File: src/inc/ctd_pkg.sv
// Purpose: Constants for the channel trigger detector.
// Assumes: Register indices times four give Avalon byte addresses.
// Notes: Status index is local to this block.
package ctd_pkg;
  // ----------------------------------------
  // Register indices
  // ----------------------------------------
  localparam logic [15:0] OR_MASK_IDX = 16'h9E0C;
  localparam logic [15:0] MODE_IDX = 16'h9EA2;
  localparam logic [15:0] LEVEL0_IDX = 16'hA4D8;
  localparam logic [15:0] LEVEL1_IDX = 16'hA53C;
  localparam logic [15:0] PULSE_IDX = 16'hAC45;
  localparam logic [15:0] STATUS_IDX = 16'hF000;
  // ----------------------------------------
  // Field positions
  // ----------------------------------------
  localparam int CH0_OR_ENABLE_BIT = 0;
  localparam int RISING_CROSSING_SELECT = 0;
  localparam int FALLING_CROSSING_SELECT = 1;
  localparam int EITHER_CROSSING_SELECT = 2;
  localparam int ARMING_LEVEL_QUALIFIER = 24;
  localparam int LONG_PULSE_QUALIFIER = 26;
  localparam int STAT_ARMED_BIT = 0;
  localparam int STAT_COUNTING_BIT = 1;
  localparam int STAT_SEEN_BIT = 2;
  // ----------------------------------------
  // Reset values and widths
  // ----------------------------------------
  localparam int LEVEL_W = 10;
  localparam int PULSE_W = 16;
  localparam logic [31:0] OR_MASK_RST = 32'h0000_0000;
  localparam logic [31:0] MODE_RST = 32'h0000_0000;
  localparam logic [LEVEL_W-1:0] LEVEL_RST = 10'h000;
  localparam logic [PULSE_W-1:0] PULSE_RST = 16'h0002;
  localparam logic [31:0] UNMAPPED_RD = 32'h0000_0000;
endpackage

File: src/design/ctd_top.sv
// Purpose: Channel 0 trigger detector with Avalon-MM register slave.
// Assumes: One sample per core_clk edge, same clock domain.
// Notes: Levels signed 10 bit, pulse count 16 bit.
// Contract
// - No trigger leaves the block unless OR mask bit 0 is set.
// - Every sample is compared against the levels, one per clock.
// - Mode 1h fires when the samples cross the level upward.
// - Mode 2h fires when the samples cross the level downward.
// - Mode 4h fires on any crossing of the level.
// - Mode 01000001h arms on an upward re-arm crossing, fires upward.
// - Mode 01000002h arms on a downward re-arm crossing, fires downward.
// - A disarmed re-arm detector ignores trigger crossings.
// - Positive re-arm uses level 0 as trigger, level 1 to arm; negative swaps.
// - Mode 04000001h starts the sample counter on an upward crossing.
// - An opposite crossing before the count ends cancels silently.
// - Reaching the programmed count fires a trigger.
// - Counts 2 to 65535 are supported by a 16 bit counter.
// - Levels are signed, -511 to +511, level 0 the upper one.
// - Only one pulse counter exists, shared by one source.
`timescale 1ns/1ns
`default_nettype none

module ctd_top (
  input wire logic core_clk,
  input wire logic reset,
  input wire logic [17:0] avs_address,
  input wire logic avs_read,
  input wire logic avs_write,
  input wire logic [31:0] avs_writedata,
  input wire logic [3:0] avs_byteenable,
  output logic [31:0] avs_readdata,
  output logic avs_waitrequest,
  input wire logic signed [ctd_pkg::LEVEL_W-1:0] sample_in,
  output logic trig_pulse,
  output logic armed
);

  // ----------------------------------------
  // Types and state
  // ----------------------------------------
  typedef enum logic [1:0] {
    CTD_ACK_type_IDLE,
    CTD_ACK_type_DONE
  } ctd_ack_type;

  ctd_ack_type ack_q, ack_d;
  logic [31:0] rdata_q, rdata_d;
  logic [31:0] mask_q, mask_d;
  logic [31:0] mode_q, mode_d;
  logic signed [ctd_pkg::LEVEL_W-1:0] lvl0_q, lvl0_d;
  logic signed [ctd_pkg::LEVEL_W-1:0] lvl1_q, lvl1_d;
  logic [ctd_pkg::PULSE_W-1:0] pw_q, pw_d;
  logic signed [ctd_pkg::LEVEL_W-1:0] prev_q, prev_d;
  logic prev_ok_q, prev_ok_d;
  logic armed_q, armed_d;
  logic count_on_q, count_on_d;
  logic [ctd_pkg::PULSE_W-1:0] cnt_q, cnt_d;
  logic trig_q, trig_d;
  logic seen_q, seen_d;
  logic wait_q, wait_d;

  logic [15:0] idx;
  logic req;
  logic wr_now;
  logic up0, dn0, up1, dn1;
  logic [1:0] up_x, dn_x;
  logic sel_pos, sel_neg, sel_both, sel_rearm, sel_pw;
  logic fire;

  assign idx = avs_address[17:2];
  assign req = avs_read | avs_write;
  assign wr_now = avs_write & (ack_q == CTD_ACK_type_DONE);

  // ----------------------------------------
  // Byte lane merge
  // ----------------------------------------
  function automatic logic [31:0] merge(
    input logic [31:0] old,
    input logic [31:0] nw,
    input logic [3:0] be
  );
    logic [31:0] r;
    r = old;
    for (int i = 0; i < 4; i++) begin
      if (be[i]) begin
        r[i*8 +: 8] = nw[i*8 +: 8];
      end
    end
    return r;
  endfunction

  // ----------------------------------------
  // Bus slave
  // ----------------------------------------
  // One wait cycle: read data is latched on the same edge that waitrequest drops,
  // so it is stable at the edge where the master takes it.
  always_comb begin
    logic [31:0] wm;
    wm = 32'h0000_0000;
    ack_d = ack_q;
    rdata_d = rdata_q;
    mask_d = mask_q;
    mode_d = mode_q;
    lvl0_d = lvl0_q;
    lvl1_d = lvl1_q;
    pw_d = pw_q;
    case (ack_q)
      CTD_ACK_type_IDLE: begin
        if (req) begin
          ack_d = CTD_ACK_type_DONE;
          case (idx)
            ctd_pkg::OR_MASK_IDX: rdata_d = mask_q;
            ctd_pkg::MODE_IDX: rdata_d = mode_q;
            ctd_pkg::LEVEL0_IDX: rdata_d = 32'(lvl0_q);
            ctd_pkg::LEVEL1_IDX: rdata_d = 32'(lvl1_q);
            ctd_pkg::PULSE_IDX: rdata_d = {16'h0000, pw_q};
            ctd_pkg::STATUS_IDX: begin
              rdata_d = ctd_pkg::UNMAPPED_RD;
              rdata_d[ctd_pkg::STAT_ARMED_BIT] = armed_q;
              rdata_d[ctd_pkg::STAT_COUNTING_BIT] = count_on_q;
              rdata_d[ctd_pkg::STAT_SEEN_BIT] = seen_q;
            end
            default: rdata_d = ctd_pkg::UNMAPPED_RD;
          endcase
        end
      end
      CTD_ACK_type_DONE: begin
        ack_d = CTD_ACK_type_IDLE;
      end
      default: ack_d = CTD_ACK_type_IDLE;
    endcase
    // Flop copy of the handshake keeps the port glitch free
    wait_d = (ack_d != CTD_ACK_type_DONE);
    if (wr_now) begin
      case (idx)
        ctd_pkg::OR_MASK_IDX: begin
          mask_d = merge(mask_q, avs_writedata, avs_byteenable);
        end
        ctd_pkg::MODE_IDX: begin
          mode_d = merge(mode_q, avs_writedata, avs_byteenable);
        end
        ctd_pkg::LEVEL0_IDX: begin
          wm = merge(32'(lvl0_q), avs_writedata, avs_byteenable);
          lvl0_d = wm[ctd_pkg::LEVEL_W-1:0];
        end
        ctd_pkg::LEVEL1_IDX: begin
          wm = merge(32'(lvl1_q), avs_writedata, avs_byteenable);
          lvl1_d = wm[ctd_pkg::LEVEL_W-1:0];
        end
        ctd_pkg::PULSE_IDX: begin
          wm = merge({16'h0000, pw_q}, avs_writedata, avs_byteenable);
          pw_d = wm[ctd_pkg::PULSE_W-1:0];
        end
        default: wm = 32'h0000_0000;
      endcase
    end
  end

  always_ff @(posedge core_clk or posedge reset) begin
    if (reset) begin
      ack_q <= CTD_ACK_type_IDLE;
      wait_q <= 1'b1;
      rdata_q <= 32'h0000_0000;
      mask_q <= ctd_pkg::OR_MASK_RST;
      mode_q <= ctd_pkg::MODE_RST;
      lvl0_q <= ctd_pkg::LEVEL_RST;
      lvl1_q <= ctd_pkg::LEVEL_RST;
      pw_q <= ctd_pkg::PULSE_RST;
    end else begin
      ack_q <= ack_d;
      wait_q <= wait_d;
      rdata_q <= rdata_d;
      mask_q <= mask_d;
      mode_q <= mode_d;
      lvl0_q <= lvl0_d;
      lvl1_q <= lvl1_d;
      pw_q <= pw_d;
    end
  end

  assign avs_waitrequest = wait_q;
  assign avs_readdata = rdata_q;

  // ----------------------------------------
  // Crossing detection
  // ----------------------------------------
  // Upward means previous below level, current at or above;
  // the two directions are exclusive on one sample.
  for (genvar g = 0; g < 2; g++) begin : g_cross
    // Index 0 watches level 0, index 1 level 1
    logic signed [ctd_pkg::LEVEL_W-1:0] lv;
    assign lv = (g == 0) ? lvl0_q : lvl1_q;
    assign up_x[g] = prev_ok_q && (prev_q < lv) && (sample_in >= lv);
    assign dn_x[g] = prev_ok_q && (prev_q >= lv) && (sample_in < lv);
  end

  always_comb begin
    up0 = up_x[0];
    dn0 = dn_x[0];
    up1 = up_x[1];
    dn1 = dn_x[1];
    sel_pos = mode_q[ctd_pkg::RISING_CROSSING_SELECT];
    sel_neg = mode_q[ctd_pkg::FALLING_CROSSING_SELECT];
    sel_both = mode_q[ctd_pkg::EITHER_CROSSING_SELECT];
    sel_rearm = mode_q[ctd_pkg::ARMING_LEVEL_QUALIFIER];
    sel_pw = mode_q[ctd_pkg::LONG_PULSE_QUALIFIER];
  end

  // ----------------------------------------
  // Trigger modes
  // ----------------------------------------
  // Long pulse takes precedence over re-arm when both are set;
  // only one counter exists, so one source is assumed.
  always_comb begin
    prev_d = sample_in;
    prev_ok_d = 1'b1;
    armed_d = armed_q;
    count_on_d = count_on_q;
    cnt_d = cnt_q;
    fire = 1'b0;
    if (sel_pw) begin
      armed_d = 1'b0;
      if (count_on_q) begin
        // Cancel wins when it lands on the final sample
        if ((sel_pos && dn0) || (!sel_pos && sel_neg && up0)) begin
          count_on_d = 1'b0;
        end else if (cnt_q + 16'h0001 >= pw_q) begin
          fire = 1'b1;
          count_on_d = 1'b0;
        end else begin
          cnt_d = cnt_q + 16'h0001;
        end
      end else if ((sel_pos && up0) || (!sel_pos && sel_neg && dn0)) begin
        count_on_d = 1'b1;
        cnt_d = 16'h0000;
      end
    end else if (sel_rearm) begin
      count_on_d = 1'b0;
      if (sel_pos) begin
        // Trigger on level 0, arm on level 1
        if (armed_q && up0) begin
          fire = 1'b1;
          armed_d = 1'b0;
        end
        if (up1) begin
          armed_d = 1'b1;
        end
      end else if (sel_neg) begin
        // Trigger on level 1, arm on level 0
        if (armed_q && dn1) begin
          fire = 1'b1;
          armed_d = 1'b0;
        end
        if (dn0) begin
          armed_d = 1'b1;
        end
      end else begin
        armed_d = 1'b0;
      end
    end else begin
      armed_d = 1'b0;
      count_on_d = 1'b0;
      fire = (sel_pos && up0)
        || (sel_neg && dn0)
        || (sel_both && (up0 || dn0));
    end
    // Mask gates only the pulse; detector state keeps running
    trig_d = fire && mask_q[ctd_pkg::CH0_OR_ENABLE_BIT];
    seen_d = seen_q || trig_d;
  end

  always_ff @(posedge core_clk or posedge reset) begin
    if (reset) begin
      prev_q <= ctd_pkg::LEVEL_RST;
      prev_ok_q <= 1'b0;
      armed_q <= 1'b0;
      count_on_q <= 1'b0;
      cnt_q <= 16'h0000;
      trig_q <= 1'b0;
      seen_q <= 1'b0;
    end else begin
      prev_q <= prev_d;
      prev_ok_q <= prev_ok_d;
      armed_q <= armed_d;
      count_on_q <= count_on_d;
      cnt_q <= cnt_d;
      trig_q <= trig_d;
      seen_q <= seen_d;
    end
  end

  // ----------------------------------------
  // Outputs
  // ----------------------------------------
  // Each port is a flop; no logic sits behind them
  assign trig_pulse = trig_q;
  assign armed = armed_q;

endmodule

`default_nettype wire

File: config.mk
export PLATFORM = sky130hd
export DESIGN_NAME = ctd_top
export DESIGN_NICKNAME = d
export VERILOG_FILES = /design/src/inc/ctd_pkg.sv /design/src/design/ctd_top.sv
export SDC_FILE = /design/constraint.sdc
export NUM_CORES = 1
export LEC_CHECK = 0
export CORE_MARGIN = 5
export CORE_UTILIZATION = 47
export CTS_BUF_LIST = sky130_fd_sc_hd__clkbuf_16
export CTS_CLUSTER_SIZE = 10
export DETAILED_ROUTE_END_ITERATION = 8
export DONT_BUFFER_PORTS = 1
export SLEW_MARGIN = 0
export SYNTH_ARGS = -nofsm -noshare
export SYNTH_HDL_FRONTEND = slang
export SYNTH_SLANG_ARGS = --single-unit
export TNS_END_PERCENT = 10
File: constraint.sdc
create_clock -name core_clk -period 8.7 [get_ports core_clk]
set_clock_uncertainty 0.15 [all_clocks]
set_input_delay 1.74 -clock core_clk [delete_from_list [all_inputs] [get_ports core_clk]]
set_output_delay 1.74 -clock core_clk [all_outputs]
set_load 0.03 [all_outputs]
Word-level counts from Yosys, hierarchy flattened --
Index checks and enable logic that the tools add are counted.
Word-level totals: register bits 166, word-level logic and storage cells 121, input port bits 68, output and inout port bits 35
Operators by class: reductions and logical operators 44, equal/unequal tests 12, add/sub/neg operators 1, muxes and demuxes 29, $lt $le $gt $ge 9, bitwise logic cells 2
Operator list (number):
- one-hot mux 32 bit (6 select lines) | 1
- equality test 16 bit (second input constant) | 6
- 2-to-1 mux 16 bit | 4
- AND reduction 3 bit | 14
- greater-or-equal comparator 10 bit | 4
- < comparator 10 bit | 4
- 2-to-1 mux 1 bit | 22
- logical AND 1 bit | 18
- adder 16 x 1 -> 16 bit (second input constant) | 1
- greater-or-equal comparator 16 bit | 1
- logical OR 1 bit | 6
- != test 6 x 3 -> 1 bit (second input constant) | 1
- != test 5 x 2 -> 1 bit (second input constant) | 1
- 2-to-1 mux 2 bit | 2
- != test 2 bit (second input constant) | 2
- AND reduction 2 bit | 2
- AND reduction 4 bit | 1
- equality test 2 x 1 -> 1 bit (second input constant) | 1
- zero test 2 bit | 1
- != test 2 x 1 -> 1 bit (second input constant) | 1
- nonzero test 2 bit | 1
- bitwise AND 1 bit | 1
- zero test 1 bit | 1
- bitwise OR 1 bit | 1

Longest topological paths before layout --
Gate-level depths: netlist (run 1).
word-level depth 11, gate-level depth with buffers 18, gate-level depth less buffers 15

Least setup slack after synthesis (run 1) --
Ideal clock, no wire load.
path kind input -> register, from in sample_in[9] (netlist name), to reg cnt_q[2] (netlist name), path slack 4661 ps, data required time 8470 ps, path buffers 2, cell stages on the path 11, library setup time 80 ps, data arrival time 3809 ps, cells stage by stage ha_1 -> nand4_1 -> a211oi_1 -> a2111oi_2 -> nand2_1 -> a211oi_2 -> o32ai_4 -> a31o_1 -> buf_6 -> buf_8 -> o211ai_2
Between the ends: longest elaborated chain between the ends 6, elaborated cells on any way between the ends 13, classes of those cells order compare: 2; eq/ne: 1; reduce/logical: 10
RTL lines:
- start: declaration | line ctd_top.sv:33 | input wire logic signed [ctd_pkg::LEVEL_W-1:0] sample_in,
- < comparator 10 bit or greater-or-equal comparator 10 bit (tied branches) | line ctd_top.sv:194, ctd_top.sv:193
- logical AND 1 bit (on tied branches) | line ctd_top.sv:194, ctd_top.sv:193
- logical AND 1 bit (on tied branches) | line ctd_top.sv:225, ctd_top.sv:233
- logical OR 1 bit (on tied branches) | line ctd_top.sv:225, ctd_top.sv:233
- != test 2 bit (no line) or nonzero test 2 bit (tied branches)
- AND reduction 4 bit (no line) (*)
- end signal: assignment | line ctd_top.sv:286 | cnt_q <= cnt_d;
- end: declaration | line ctd_top.sv:57 | logic [ctd_pkg::PULSE_W-1:0] cnt_q, cnt_d;
Every way passes the cells marked *; elsewhere a longest branch is shown, timed or not. A chain may end at the register's enable or synchronous reset.

Worst setup path after layout (run 1) --
from reg cnt_q[0] (netlist name), to reg cnt_q[10] (netlist name)
Between the ends: longest elaborated chain between the ends 4, elaborated cells on any way between the ends 7, classes of those cells add/sub: 1; order compare: 1; eq/ne: 1; mux: 3; reduce/logical: 1
RTL lines:
- adder 16 x 1 -> 16 bit (*) | line ctd_top.sv:227, ctd_top.sv:231
- greater-or-equal comparator 16 bit or 2-to-1 mux 16 bit (tied branches) | line ctd_top.sv:227 | end else if (cnt_q + 16'h0001 >= pw_q) begin
- != test 2 bit (no line) or 2-to-1 mux 16 bit (tied branches)
- AND reduction 4 bit (no line) or 2-to-1 mux 16 bit (tied branches)
Every way passes the cells marked *; elsewhere a longest branch is shown, timed or not. The select of a mux whose other input is x is not followed.

==> results of run 1 <==
area by class of cell:
cell class,instances,area [µm²],area share (%)
clock inverters,15,193,2.06
well taps,229,287,3.07
inverters,54,208,2.22
flip-flops and latches,166,4160,44.5
multi-input cells,526,4030,43.1
repair buffers,6,45.0,0.482
clock buffers,17,425,4.55
state kept, by name, summed over array words and instances, names as in the netlist:
signal,cells
avs_readdata,32
mask_q,32
mode_q,32
g_cross.lv,20
cnt_q,16
pw_q,16
prev_q,10
ack_q,2
armed,1
avs_waitrequest,1
count_on_q,1
prev_ok_q,1
seen_q,1
trig_pulse,1
power by group:
group	internal, mW	leakage, nW	switching (mW)
Sequential	0.787	2.12	0.0383
Combinational	0.0202	1.93	0.0422
Clock	0.459	0.301	0.329
Total	1.27	4.36	0.409
metal layers:
metal	vias up	track usage, %
met5	-	0
met4	0	6.36
met3	20	6.27
met2	176	30.9
met1	3050	24.8
li1	2847	-
logic make-up after synthesis:
family / count (synthesis)
AND/OR/NAND/NOR: 196
multiplexers: 77
XOR/XNOR: 14
adder cells (fa/ha/maj): 57
buffers and inverters: 93
flip-flops: 166
other: 2
AO/OA/AOI/OAI: 180
final timing paths:
| kind | from | end | slack (ps) | cells after the start |
|---|---|---|---|---|
| worst max register to register | cnt_q[0]$_DFFE_PP0P_ | cnt_q[10]$_DFFE_PP0P_ | 3700 | 15 |
| min in group asynchronous | reset | g_cross[0].lv[9]$_DFFE_PP0P_ | 1200 | 1 |
| worst min register to register | seen_q$_DFF_PP0_ | seen_q$_DFF_PP0_ | 330 | 1 |
| worst max-delay path | cnt_q[0]$_DFFE_PP0P_ | cnt_q[10]$_DFFE_PP0P_ | 3700 | 15 |
| worst min-delay path | seen_q$_DFF_PP0_ | seen_q$_DFF_PP0_ | 330 | 1 |
| max in group asynchronous | reset | avs_readdata[25]$_DFFE_PP0P_ | 5800 | 2 |
through the flow:
step,total power [mW],instance area (µm²)
3_3_place_gp,0.899,8730
2_1_floorplan,0.881,8560
6_report,1.68,9340
4_1_cts,1.69,9340
5_1_grt,1.74,9340
3_5_place_dp,0.903,8730
placed cells by master (no fill, tap or decap), types with 3 or more instances in the layout:
cell / instances
sky130_fd_sc_hd__o21ai_0: 51
sky130_fd_sc_hd__nand3_1: 19
sky130_fd_sc_hd__o21ai_2: 8
sky130_fd_sc_hd__inv_1: 52
sky130_fd_sc_hd__nor3_1: 6
sky130_fd_sc_hd__clkbuf_16: 17
sky130_fd_sc_hd__a21o_1: 4
sky130_fd_sc_hd__a22oi_1: 10
sky130_fd_sc_hd__buf_4: 6
sky130_fd_sc_hd__bufinv_16: 3
sky130_fd_sc_hd__nand2b_1: 12
sky130_fd_sc_hd__nor2b_1: 4
sky130_fd_sc_hd__ha_1: 57
sky130_fd_sc_hd__a22o_1: 4
sky130_fd_sc_hd__xor2_1: 6
sky130_fd_sc_hd__mux2_2: 76
sky130_fd_sc_hd__a21oi_1: 24
sky130_fd_sc_hd__a222oi_1: 15
sky130_fd_sc_hd__a211oi_1: 5
sky130_fd_sc_hd__nand2_1: 58
sky130_fd_sc_hd__clkinv_4: 3
sky130_fd_sc_hd__and3_1: 23
sky130_fd_sc_hd__xnor2_1: 8
sky130_fd_sc_hd__a221oi_1: 19
sky130_fd_sc_hd__nor2_1: 32
sky130_fd_sc_hd__inv_6: 7
sky130_fd_sc_hd__a31oi_1: 20
sky130_fd_sc_hd__nand4_1: 14
sky130_fd_sc_hd__clkinv_1: 3
sky130_fd_sc_hd__nand3b_1: 3
sky130_fd_sc_hd__dfrtp_1: 164
==> flow_metrics.tcl, run 1 <==
set metrics [dict create \
    fin_crit_sh_pct 57.5 \
    detail_route.first_pass.iterations 5 \
    post_cts_resized 0 \
    leakage_nw 4.36 \
    worst_ep_required_time_ps 8810 \
    cts.reportedPaths.clkPinSlew_ps 60 \
    largest_family_of_logic_cells_by_synthesized_area "compound AO/OA/AOI/OAI gates" \
    postSynth.asyncResetShare_pct 100 \
    fp.dieW_um 145 \
    timing_worst_setup_path_type "reg2reg" \
    final_layout_size_suffix_gt1_share_pct 17.7 \
    drc_violation_count_after_routing 0 \
    yosys-top-cells-count "164 x sky130_fd_sc_hd__dfrtp_1, 76 x sky130_fd_sc_hd__mux2_2, 58 x sky130_fd_sc_hd__nand2_1" \
    synthXorXnorAreaFrac_pct 1.43 \
    area_growth_pct 9.18 \
    cp.buffers_inverters 0 \
    synth_top_area_share_pct 48.0 \
    synth_cell_types 65 \
    final-hold-violation-count 0 \
    grt_max_degree 93 \
    timing.critical_path.to_type "flip-flop" \
    numPortBuffers 0 \
    drt-initial-drc-count 381 \
    synth_nets 910 \
    placedCellCount 981 \
    dieArea_um2 21000 \
    globalRoute.totalOverflow 0 \
    dr.max_layer_used "met4" \
    globalplace.congestion 0.919 \
    synth.area.top_cells "sky130_fd_sc_hd__dfrtp_1 48%, sky130_fd_sc_hd__mux2_2 10%, sky130_fd_sc_hd__ha_1 8.3%" \
    setup_viol 0 \
    hp-class "reg2reg" \
    worst-slew-pin-transition_ps 1210 \
    antenna_found_initial 0 \
    pwr_density_cell_nw_per_um2 179 \
    synth-adder-area-share_pct 8.33 \
    synth-simple-area-share_pct 12.0 \
    complex_gate_fraction_of_the_synthesized_area_pct 14.7 \
    worst_path_max_delay_cell "sky130_fd_sc_hd__a31o_1" \
    met3RoutedLength_mm 1.52 \
    rows 49 \
    yosys_warnings 0 \
    detailroute.via_count 6093 \
    route.final.wire_length_mm 20.4 \
    routedWlPerCell_um 20.1 \
    syn_area_um2 8560 \
    cts_max_path_buffers 2 \
    dp_slack_ps 3640 \
    cts_sinks 166 \
    family_of_cells_with_the_greatest_summed_delay_on_the_critical_path "compound AO/OA/AOI/OAI gates" \
    setup.worst_path.start_class "flip-flop" \
    antenna_cells_inserted 0 \
    vertical_die_dimension_um 145 \
    clk-insertion-delay-late_ps 430 \
    synth_edf_count 0 \
    cts-htree-levels 4 \
    route.met2.wl_mm 9.73 \
    rsz0062_at_grt "no" \
    floorplan.initialDensity_pct 47.6 \
    critical-path-max-stage-delay_ps 750 \
    crit_path_cell_trace "ha_1, and3_1, and3_1, and3_1, and3_1, nand2_1, xnor2_1, ha_1, nand4_1, nor3_1, a211oi_2, nand2_1, o32ai_4, a31o_1, a31oi_1" \
    ios 103 \
    synth_top_cell_by_area "sky130_fd_sc_hd__dfrtp_1" \
    tritoncts "done" \
    critPathMaxFanout 17 \
    wirelength_met1_mm 8.81 \
    antenna_left 0 \
    synth_area_per_cell_um2 10.9 \
    sequential_to_total_area_share_from_yosys_stat_pct 48.6 \
    period_minus_slack_ps 5000 \
    fillCellCount 1588 \
    drv_slew 0 \
    drt-vias-per-instance 6.01 \
    cts_inserted_buffers 17 \
    ir_worst_vdd_mv 0.135 \
    critical_path.most_common_cell "sky130_fd_sc_hd__and3_1" \
    totalNegativeSetupSlack_ps 0 \
    area_of_the_core_um2 18000 \
    vias_in_the_first_global_route 6300 \
    cts_hold_buf 0 \
    mux_contribution_to_synthesized_area_pct 10.3 \
    detailed_place_hpwl_mm 15.2 \
    nets 896 \
    synth-seq-cells 166 \
    post-route-util_pct 52.0 \
    clk_root_buffer_cell "sky130_fd_sc_hd__clkbuf_16" \
    max-cap-violations 0 \
    synth.most_common_cell "sky130_fd_sc_hd__dfrtp_1" \
    outcome "completed" \
    hold_slack_ps 327 \
    syn_inst 785 \
    cp.arrival_ps 5110 \
    cts_post_setup_buffers_inserted 0 \
    first_pass_grt_wire_length_mm 33.2 \
    grt_usage_pct 19.3 \
    postSynth.topFlopCell "sky130_fd_sc_hd__dfrtp_1" \
    finish.cell_count_without_fillers 1013 \
    clock.fmax_ghz 0.200 \
    max-slew-margin-rel_pct 18.3 \
    setup_slack_ps 3700 \
]
Note: power is estimated with default switching activity, not from simulation.
==> inputs of run 2 (changes only) <==
==> constraint.sdc (replaced) <==
create_clock -name core_clk -period 5 [get_ports core_clk]
set_clock_uncertainty 0.15 [all_clocks]
set_input_delay 1 -clock core_clk [delete_from_list [all_inputs] [get_ports core_clk]]
set_output_delay 1 -clock core_clk [all_outputs]
set_load 0.03 [all_outputs]
==> flow_metrics.tcl, run 2 (synthesized netlist as in run 1, its figures left out) <==
set metrics [dict create \
    drt-initial-drc-count 350 \
    vias_in_the_first_global_route 6328 \
    multi_input_comb_area_um2 4030 \
    totalNegativeSetupSlack_ps 0 \
    comb_power_share_pct 3.9 \
    fin_crit_sh_pct 86.5 \
    rows 49 \
    cts_sinks 166 \
    grt_util_met3_pct 5.86 \
    global_route.usage.met1_pct 24.7 \
    cts.reportedPaths.clkPinSlew_ps 70 \
    detailroute.via_count 6025 \
    grt_usage_pct 19.1 \
    worst-r2r-cell-count 17 \
    ios 103 \
    numPortBuffers 0 \
    setup.worst_path.start_class "flip-flop" \
    clk_root_buffer_cell "sky130_fd_sc_hd__clkbuf_16" \
    area_of_the_core_um2 18000 \
    cell_area_after_layout_um2 9350 \
    final_layout_size_suffix_gt1_share_pct 18.3 \
    area_growth_pct 9.25 \
    timing.critical_path.to_type "flip-flop" \
    worst-slew-pin-transition_ps 1040 \
    antenna_cells_inserted 0 \
    drt-vias-per-instance 5.92 \
    clock_power_share_pct 45.5 \
    detail_route.first_pass.iterations 5 \
    setup.worst_path.start "cnt_q[0]$_DFFE_PP0P_" \
    critPathMaxFanout 17 \
    grt_max_degree 167 \
    crit_end "cnt_q[6]$_DFFE_PP0P_" \
    cts_post_setup_buffers_inserted 0 \
    drv_slew 0 \
    area.sequential_um2 4160 \
    p_sw_share_pct 25.5 \
    antenna_found_initial 0 \
    post_cts_resized 0 \
    most_used_cells_in_the_layout_excluding_fill_and_tap_cells "164 x sky130_fd_sc_hd__dfrtp_1, 76 x sky130_fd_sc_hd__mux2_2, 58 x sky130_fd_sc_hd__nand2_1" \
    detailed_place.area_um2 8770 \
    fillCellCount 1623 \
    final-hold-violation-count 0 \
    floorplan.initialDensity_pct 47.6 \
    cp.arrival_ps 4460 \
    drc_violation_count_after_routing 0 \
    pwr_density_cell_nw_per_um2 303 \
    rrSetupSlack_ps 680 \
    clk-insertion-delay-late_ps 420 \
    leakage_nw 4.37 \
    clock.fmax_ghz 0.231 \
    power_switching_mw 0.724 \
    worst_ep_required_time_ps 5140 \
    tritoncts "done" \
    hold_slack_ps 347 \
    setup_viol 0 \
    period_minus_slack_ps 4320 \
    globalRoute.busiestLayer "met2" \
    routedWlPerCell_um 19.8 \
    cts_max_path_buffers 2 \
    globalplace.congestion 0.879 \
    regToRegEndpoint "cnt_q[6]$_DFFE_PP0P_" \
    antenna_left 0 \
    route.final.wire_length_mm 20.1 \
    cts-htree-levels 4 \
    vertical_die_dimension_um 145 \
    most_common_cell_after_layout_fill_and_taps_aside "sky130_fd_sc_hd__dfrtp_1" \
    max-slew-margin-rel_pct 30.2 \
    rsz0062_at_grt "no" \
    cell_internal_pwr_mw 2.11 \
    first_pass_grt_wire_length_mm 33.2 \
    dieArea_um2 21000 \
    power.sequential.fraction_pct 50.6 \
    ir_worst_vdd_mv 0.267 \
    outcome "completed" \
    detailed_place_hpwl_mm 15.0 \
    fp.dieW_um 145 \
    worstReg2RegStart "cnt_q[0]$_DFFE_PP0P_" \
    max-cap-violations 0 \
    global_route.usage.met2_pct 31.1 \
    timing_worst_setup_path_type "reg2reg" \
    cts_hold_buf 0 \
    cts_inserted_buffers 17 \
    nets 900 \
    hp-class "reg2reg" \
    globalRoute.totalOverflow 0 \
]
run 2: worst min-delay path by stage:
stage,end,startpoint,depth (start not counted),slack [ps]
2_1_floorplan,seen_q$_DFF_PP0_,seen_q$_DFF_PP0_,1,290
3_3_place_gp,seen_q$_DFF_PP0_,seen_q$_DFF_PP0_,1,310
3_5_place_dp,seen_q$_DFF_PP0_,seen_q$_DFF_PP0_,1,330
4_1_cts,seen_q$_DFF_PP0_,seen_q$_DFF_PP0_,1,350
5_1_grt,seen_q$_DFF_PP0_,seen_q$_DFF_PP0_,1,360
6_report,seen_q$_DFF_PP0_,seen_q$_DFF_PP0_,1,350
run 2: critical path, stage by stage, from the launching register on:
cell and delay [ps]:
sky130_fd_sc_hd__dfrtp_1 480, sky130_fd_sc_hd__ha_1 260, sky130_fd_sc_hd__and3_1 200, sky130_fd_sc_hd__and3_1 230
sky130_fd_sc_hd__and3_1 240, sky130_fd_sc_hd__and3_1 280, sky130_fd_sc_hd__nand3_1 120, sky130_fd_sc_hd__xnor2_1 230
sky130_fd_sc_hd__ha_1 270, sky130_fd_sc_hd__nand4_1 120, sky130_fd_sc_hd__nor3_1 80, sky130_fd_sc_hd__a211oi_2 330
sky130_fd_sc_hd__nand2_1 150, sky130_fd_sc_hd__o32ai_4 270, sky130_fd_sc_hd__buf_4 260, sky130_fd_sc_hd__a31o_1 120
sky130_fd_sc_hd__buf_4 260, sky130_fd_sc_hd__a31oi_1 120
run 2: per-layer routing:
metal,vias to the layer above,part of all wire (%),routed length [µm]
met3,21,7.7,1560
met1,2974,43,8640
li1,2855,-,-
met4,0,1.5,308
met2,175,48,9640
met5,-,0,0
run 2: final cells by class:
cell class / instances / area share (%)
sequential: 166 / 44.5
multi-input combinational: 526 / 43.1
clock buffer: 17 / 4.55
tap: 229 / 3.06
inverter: 54 / 2.21
clock inverter: 15 / 1.69
timing repair buffer: 10 / 0.937
run 2: per-stage QoR:
step	setup slack, ps	std cells	utilization (%)	power [mW]
after floorplan	1190	785	-	1.53
after global placement	792	985	48.8	1.57
after detailed placement	655	985	48.8	1.57
after CTS	641	1017	52.1	2.87
after global routing	309	1017	52.1	2.94
final	677	1017	52.1	2.84
run 2: power by group through the flow:
stage          Clock, mW  Combinational, mW  Sequential (mW)
2_1_floorplan          0             0.0843             1.45
3_3_place_gp           0              0.106             1.46
3_5_place_dp           0              0.112             1.46
4_1_cts             1.32              0.112             1.44
5_1_grt             1.38              0.129             1.44
6_report            1.29              0.110             1.44
==> inputs of run 3 (changes only) <==
--- a/config.mk
+++ b/config.mk
@@ -5,7 +5,7 @@
 export SDC_FILE = /design/constraint.sdc
 export NUM_CORES = 1
 export LEC_CHECK = 0
-export CORE_MARGIN = 5
+export CORE_MARGIN = 4
 export CORE_UTILIZATION = 47
 export CTS_BUF_LIST = sky130_fd_sc_hd__clkbuf_16
 export CTS_CLUSTER_SIZE = 10
==> constraint.sdc (replaced) <==
create_clock -name core_clk -period 4.4 [get_ports core_clk]
set_clock_uncertainty 0.15 [all_clocks]
set_input_delay 0.88 -clock core_clk [delete_from_list [all_inputs] [get_ports core_clk]]
set_output_delay 0.88 -clock core_clk [all_outputs]
set_load 0.03 [all_outputs]
==> flow_metrics.tcl, run 3 (synthesized netlist as in run 1, its figures left out) <==
set metrics [dict create \
    area_growth_pct 8.73 \
    drt-initial-drc-count 414 \
    cts_post_setup_buffers_inserted 0 \
    cts_sinks 166 \
    drt-vias-per-instance 5.96 \
    hp-class "in2reg" \
    clk_root_buffer_cell "sky130_fd_sc_hd__clkbuf_16" \
    ios 103 \
    finish.cell_count_without_fillers 1016 \
    timing_worst_setup_path_type "reg2reg" \
    dr.max_layer_used "met4" \
    most_common_cell_after_layout_fill_and_taps_aside "sky130_fd_sc_hd__dfrtp_1" \
    totalNegativeSetupSlack_ps 0 \
    worst_ep_required_time_ps 4540 \
    worst-slew-pin-transition_ps 1030 \
    cell_internal_pwr_mw 2.33 \
    power.sequential.fraction_pct 52.0 \
    antenna_left 0 \
    ir_worst_vdd_mv 0.285 \
    globalRoute.totalOverflow 0 \
    comb_power_share_pct 4.0 \
    detailed_place_hpwl_mm 15.0 \
    clock_power_share_pct 44.1 \
    cts_inserted_buffers 17 \
    vias_in_the_first_global_route 6514 \
    antenna_found_initial 0 \
    setup.worst_path.start_class "flip-flop" \
    placedCellCount 984 \
    rows 49 \
    fillCellCount 1585 \
    route.final.wire_length_mm 20.3 \
    leakage_nw 4.33 \
    fin_crit_sh_pct 90.9 \
    pwr_density_cell_nw_per_um2 337 \
    cts_max_path_buffers 2 \
    drc_violation_count_after_routing 0 \
    power_switching_mw 0.807 \
    globalplace.congestion 0.868 \
    max-cap-violations 0 \
    nets 899 \
    period_minus_slack_ps 4000 \
    final_layout_size_suffix_gt1_share_pct 18.2 \
    rrSetupSlack_ps 400 \
    detail_route.first_pass.iterations 5 \
    route.met2.wl_mm 9.74 \
    wirelength_met1_mm 8.49 \
    cts-htree-levels 4 \
    numPortBuffers 0 \
    multi_input_comb_area_um2 4030 \
    critPathMaxFanout 17 \
    routedWlPerCell_um 20.0 \
    timing.critical_path.to_type "flip-flop" \
    grt_max_degree 167 \
    first_pass_grt_wire_length_mm 33.5 \
    cts.reportedPaths.clkPinSlew_ps 70 \
    clk-insertion-delay-late_ps 430 \
    dieArea_um2 20400 \
    p_sw_share_pct 25.7 \
    rsz0062_at_grt "no" \
    vertical_die_dimension_um 143 \
    tritoncts "done" \
    drv_slew 0 \
    clock.fmax_ghz 0.250 \
    area.sequential_um2 4160 \
    detailroute.via_count 6057 \
    cp.arrival_ps 4140 \
    most_used_cells_in_the_layout_excluding_fill_and_tap_cells "163 x sky130_fd_sc_hd__dfrtp_1, 76 x sky130_fd_sc_hd__mux2_2, 58 x sky130_fd_sc_hd__nand2_1" \
    floorplan.initialDensity_pct 47.6 \
    setup_viol 0 \
    max-slew-margin-rel_pct 30.7 \
    grt_usage_pct 20.7 \
    fp.dieW_um 143 \
    met3RoutedLength_mm 1.76 \
    area_of_the_core_um2 18000 \
    antenna_cells_inserted 0 \
    outcome "completed" \
    final-hold-violation-count 0 \
]
-- run 3: cell types whose count changed in the layout (fill, tap and decap cells not counted), sizes merged --
cell      previous run  this run
bufinv               1         0
clkinvlp             2         4
inv                 62        61
buf                 10         9
-- run 3: cell type report --
class                   count  area share [%]
well taps                 229            3.08
multi-input cells         526            43.3
flip-flops and latches    166            44.7
inverters                  54            2.22
repair buffers              9           0.861
clock buffers              17            4.57
clock inverters            15            1.28
-- run 3: path summary, 6_finish.rpt --
path,start,end,depth (start not counted)
min,sample_in[6],prev_q[6]$_DFF_PP0_,0
min reg2reg,seen_q$_DFF_PP0_,seen_q$_DFF_PP0_,1
max,cnt_q[0]$_DFFE_PP0P_,cnt_q[11]$_DFFE_PP0P_,16
min in group asynchronous,reset,mask_q[19]$_DFFE_PP0P_,2
max in group asynchronous,reset,cnt_q[0]$_DFFE_PP0P_,2
max reg2reg,cnt_q[0]$_DFFE_PP0P_,cnt_q[11]$_DFFE_PP0P_,16
-- run 3: per-layer routing --
layer	vias to the layer above	global-route usage, %
met4	0	6.75
met1	3017	26.1
li1	2848	-
met2	168	33.9
met5	-	0
met3	24	6.53
-- run 3: power groups by stage --
stage / Clock (mW) / Sequential, mW / Combinational (mW)
4_1_cts: 1.42 / 1.63 / 0.127
3_5_place_dp: 0 / 1.66 / 0.126
3_3_place_gp: 0 / 1.66 / 0.120
6_report: 1.38 / 1.63 / 0.125
2_1_floorplan: 0 / 1.65 / 0.0958
5_1_grt: 1.49 / 1.63 / 0.146
-- run 3: repair_timing --
action                                  4_1_cts  5_1_grt
gates resized for setup                       0        1
hold buffers                                  0        0
endpoints found under the setup margin        0        6
-- run 3: per-stage QoR --
stage | area (µm²) | setup slack (ps) | hold slack [ps] | power (mW) | util, %
finish | 9310 | 399 | 327 | 3.14 | 51.8
global route | 9310 | 50.8 | 306 | 3.27 | 51.8
CTS | 9300 | 315 | 309 | 3.17 | 51.8
detailed placement | 8760 | 330 | 328 | 1.79 | 48.8
global placement | 8760 | 408 | 315 | 1.78 | 48.8
floorplan | 8560 | 587 | 291 | 1.74 | -
-- run 3: worst max-delay path, stage by stage, from the launching register on --
cell                       delay (ps)
sky130_fd_sc_hd__dfrtp_2          430
sky130_fd_sc_hd__ha_1             220
sky130_fd_sc_hd__and3_1           200
sky130_fd_sc_hd__and3_1           240
sky130_fd_sc_hd__and3_1           260
sky130_fd_sc_hd__and3_1           290
sky130_fd_sc_hd__nand3_1          120
sky130_fd_sc_hd__xnor2_1          210
sky130_fd_sc_hd__ha_1             260
sky130_fd_sc_hd__nand4_1          110
sky130_fd_sc_hd__nor3_1            70
sky130_fd_sc_hd__a211oi_2         320
sky130_fd_sc_hd__nand2_1          140
sky130_fd_sc_hd__o32ai_4          310
sky130_fd_sc_hd__a31o_1           140
sky130_fd_sc_hd__buf_4            260
sky130_fd_sc_hd__a31oi_1          130
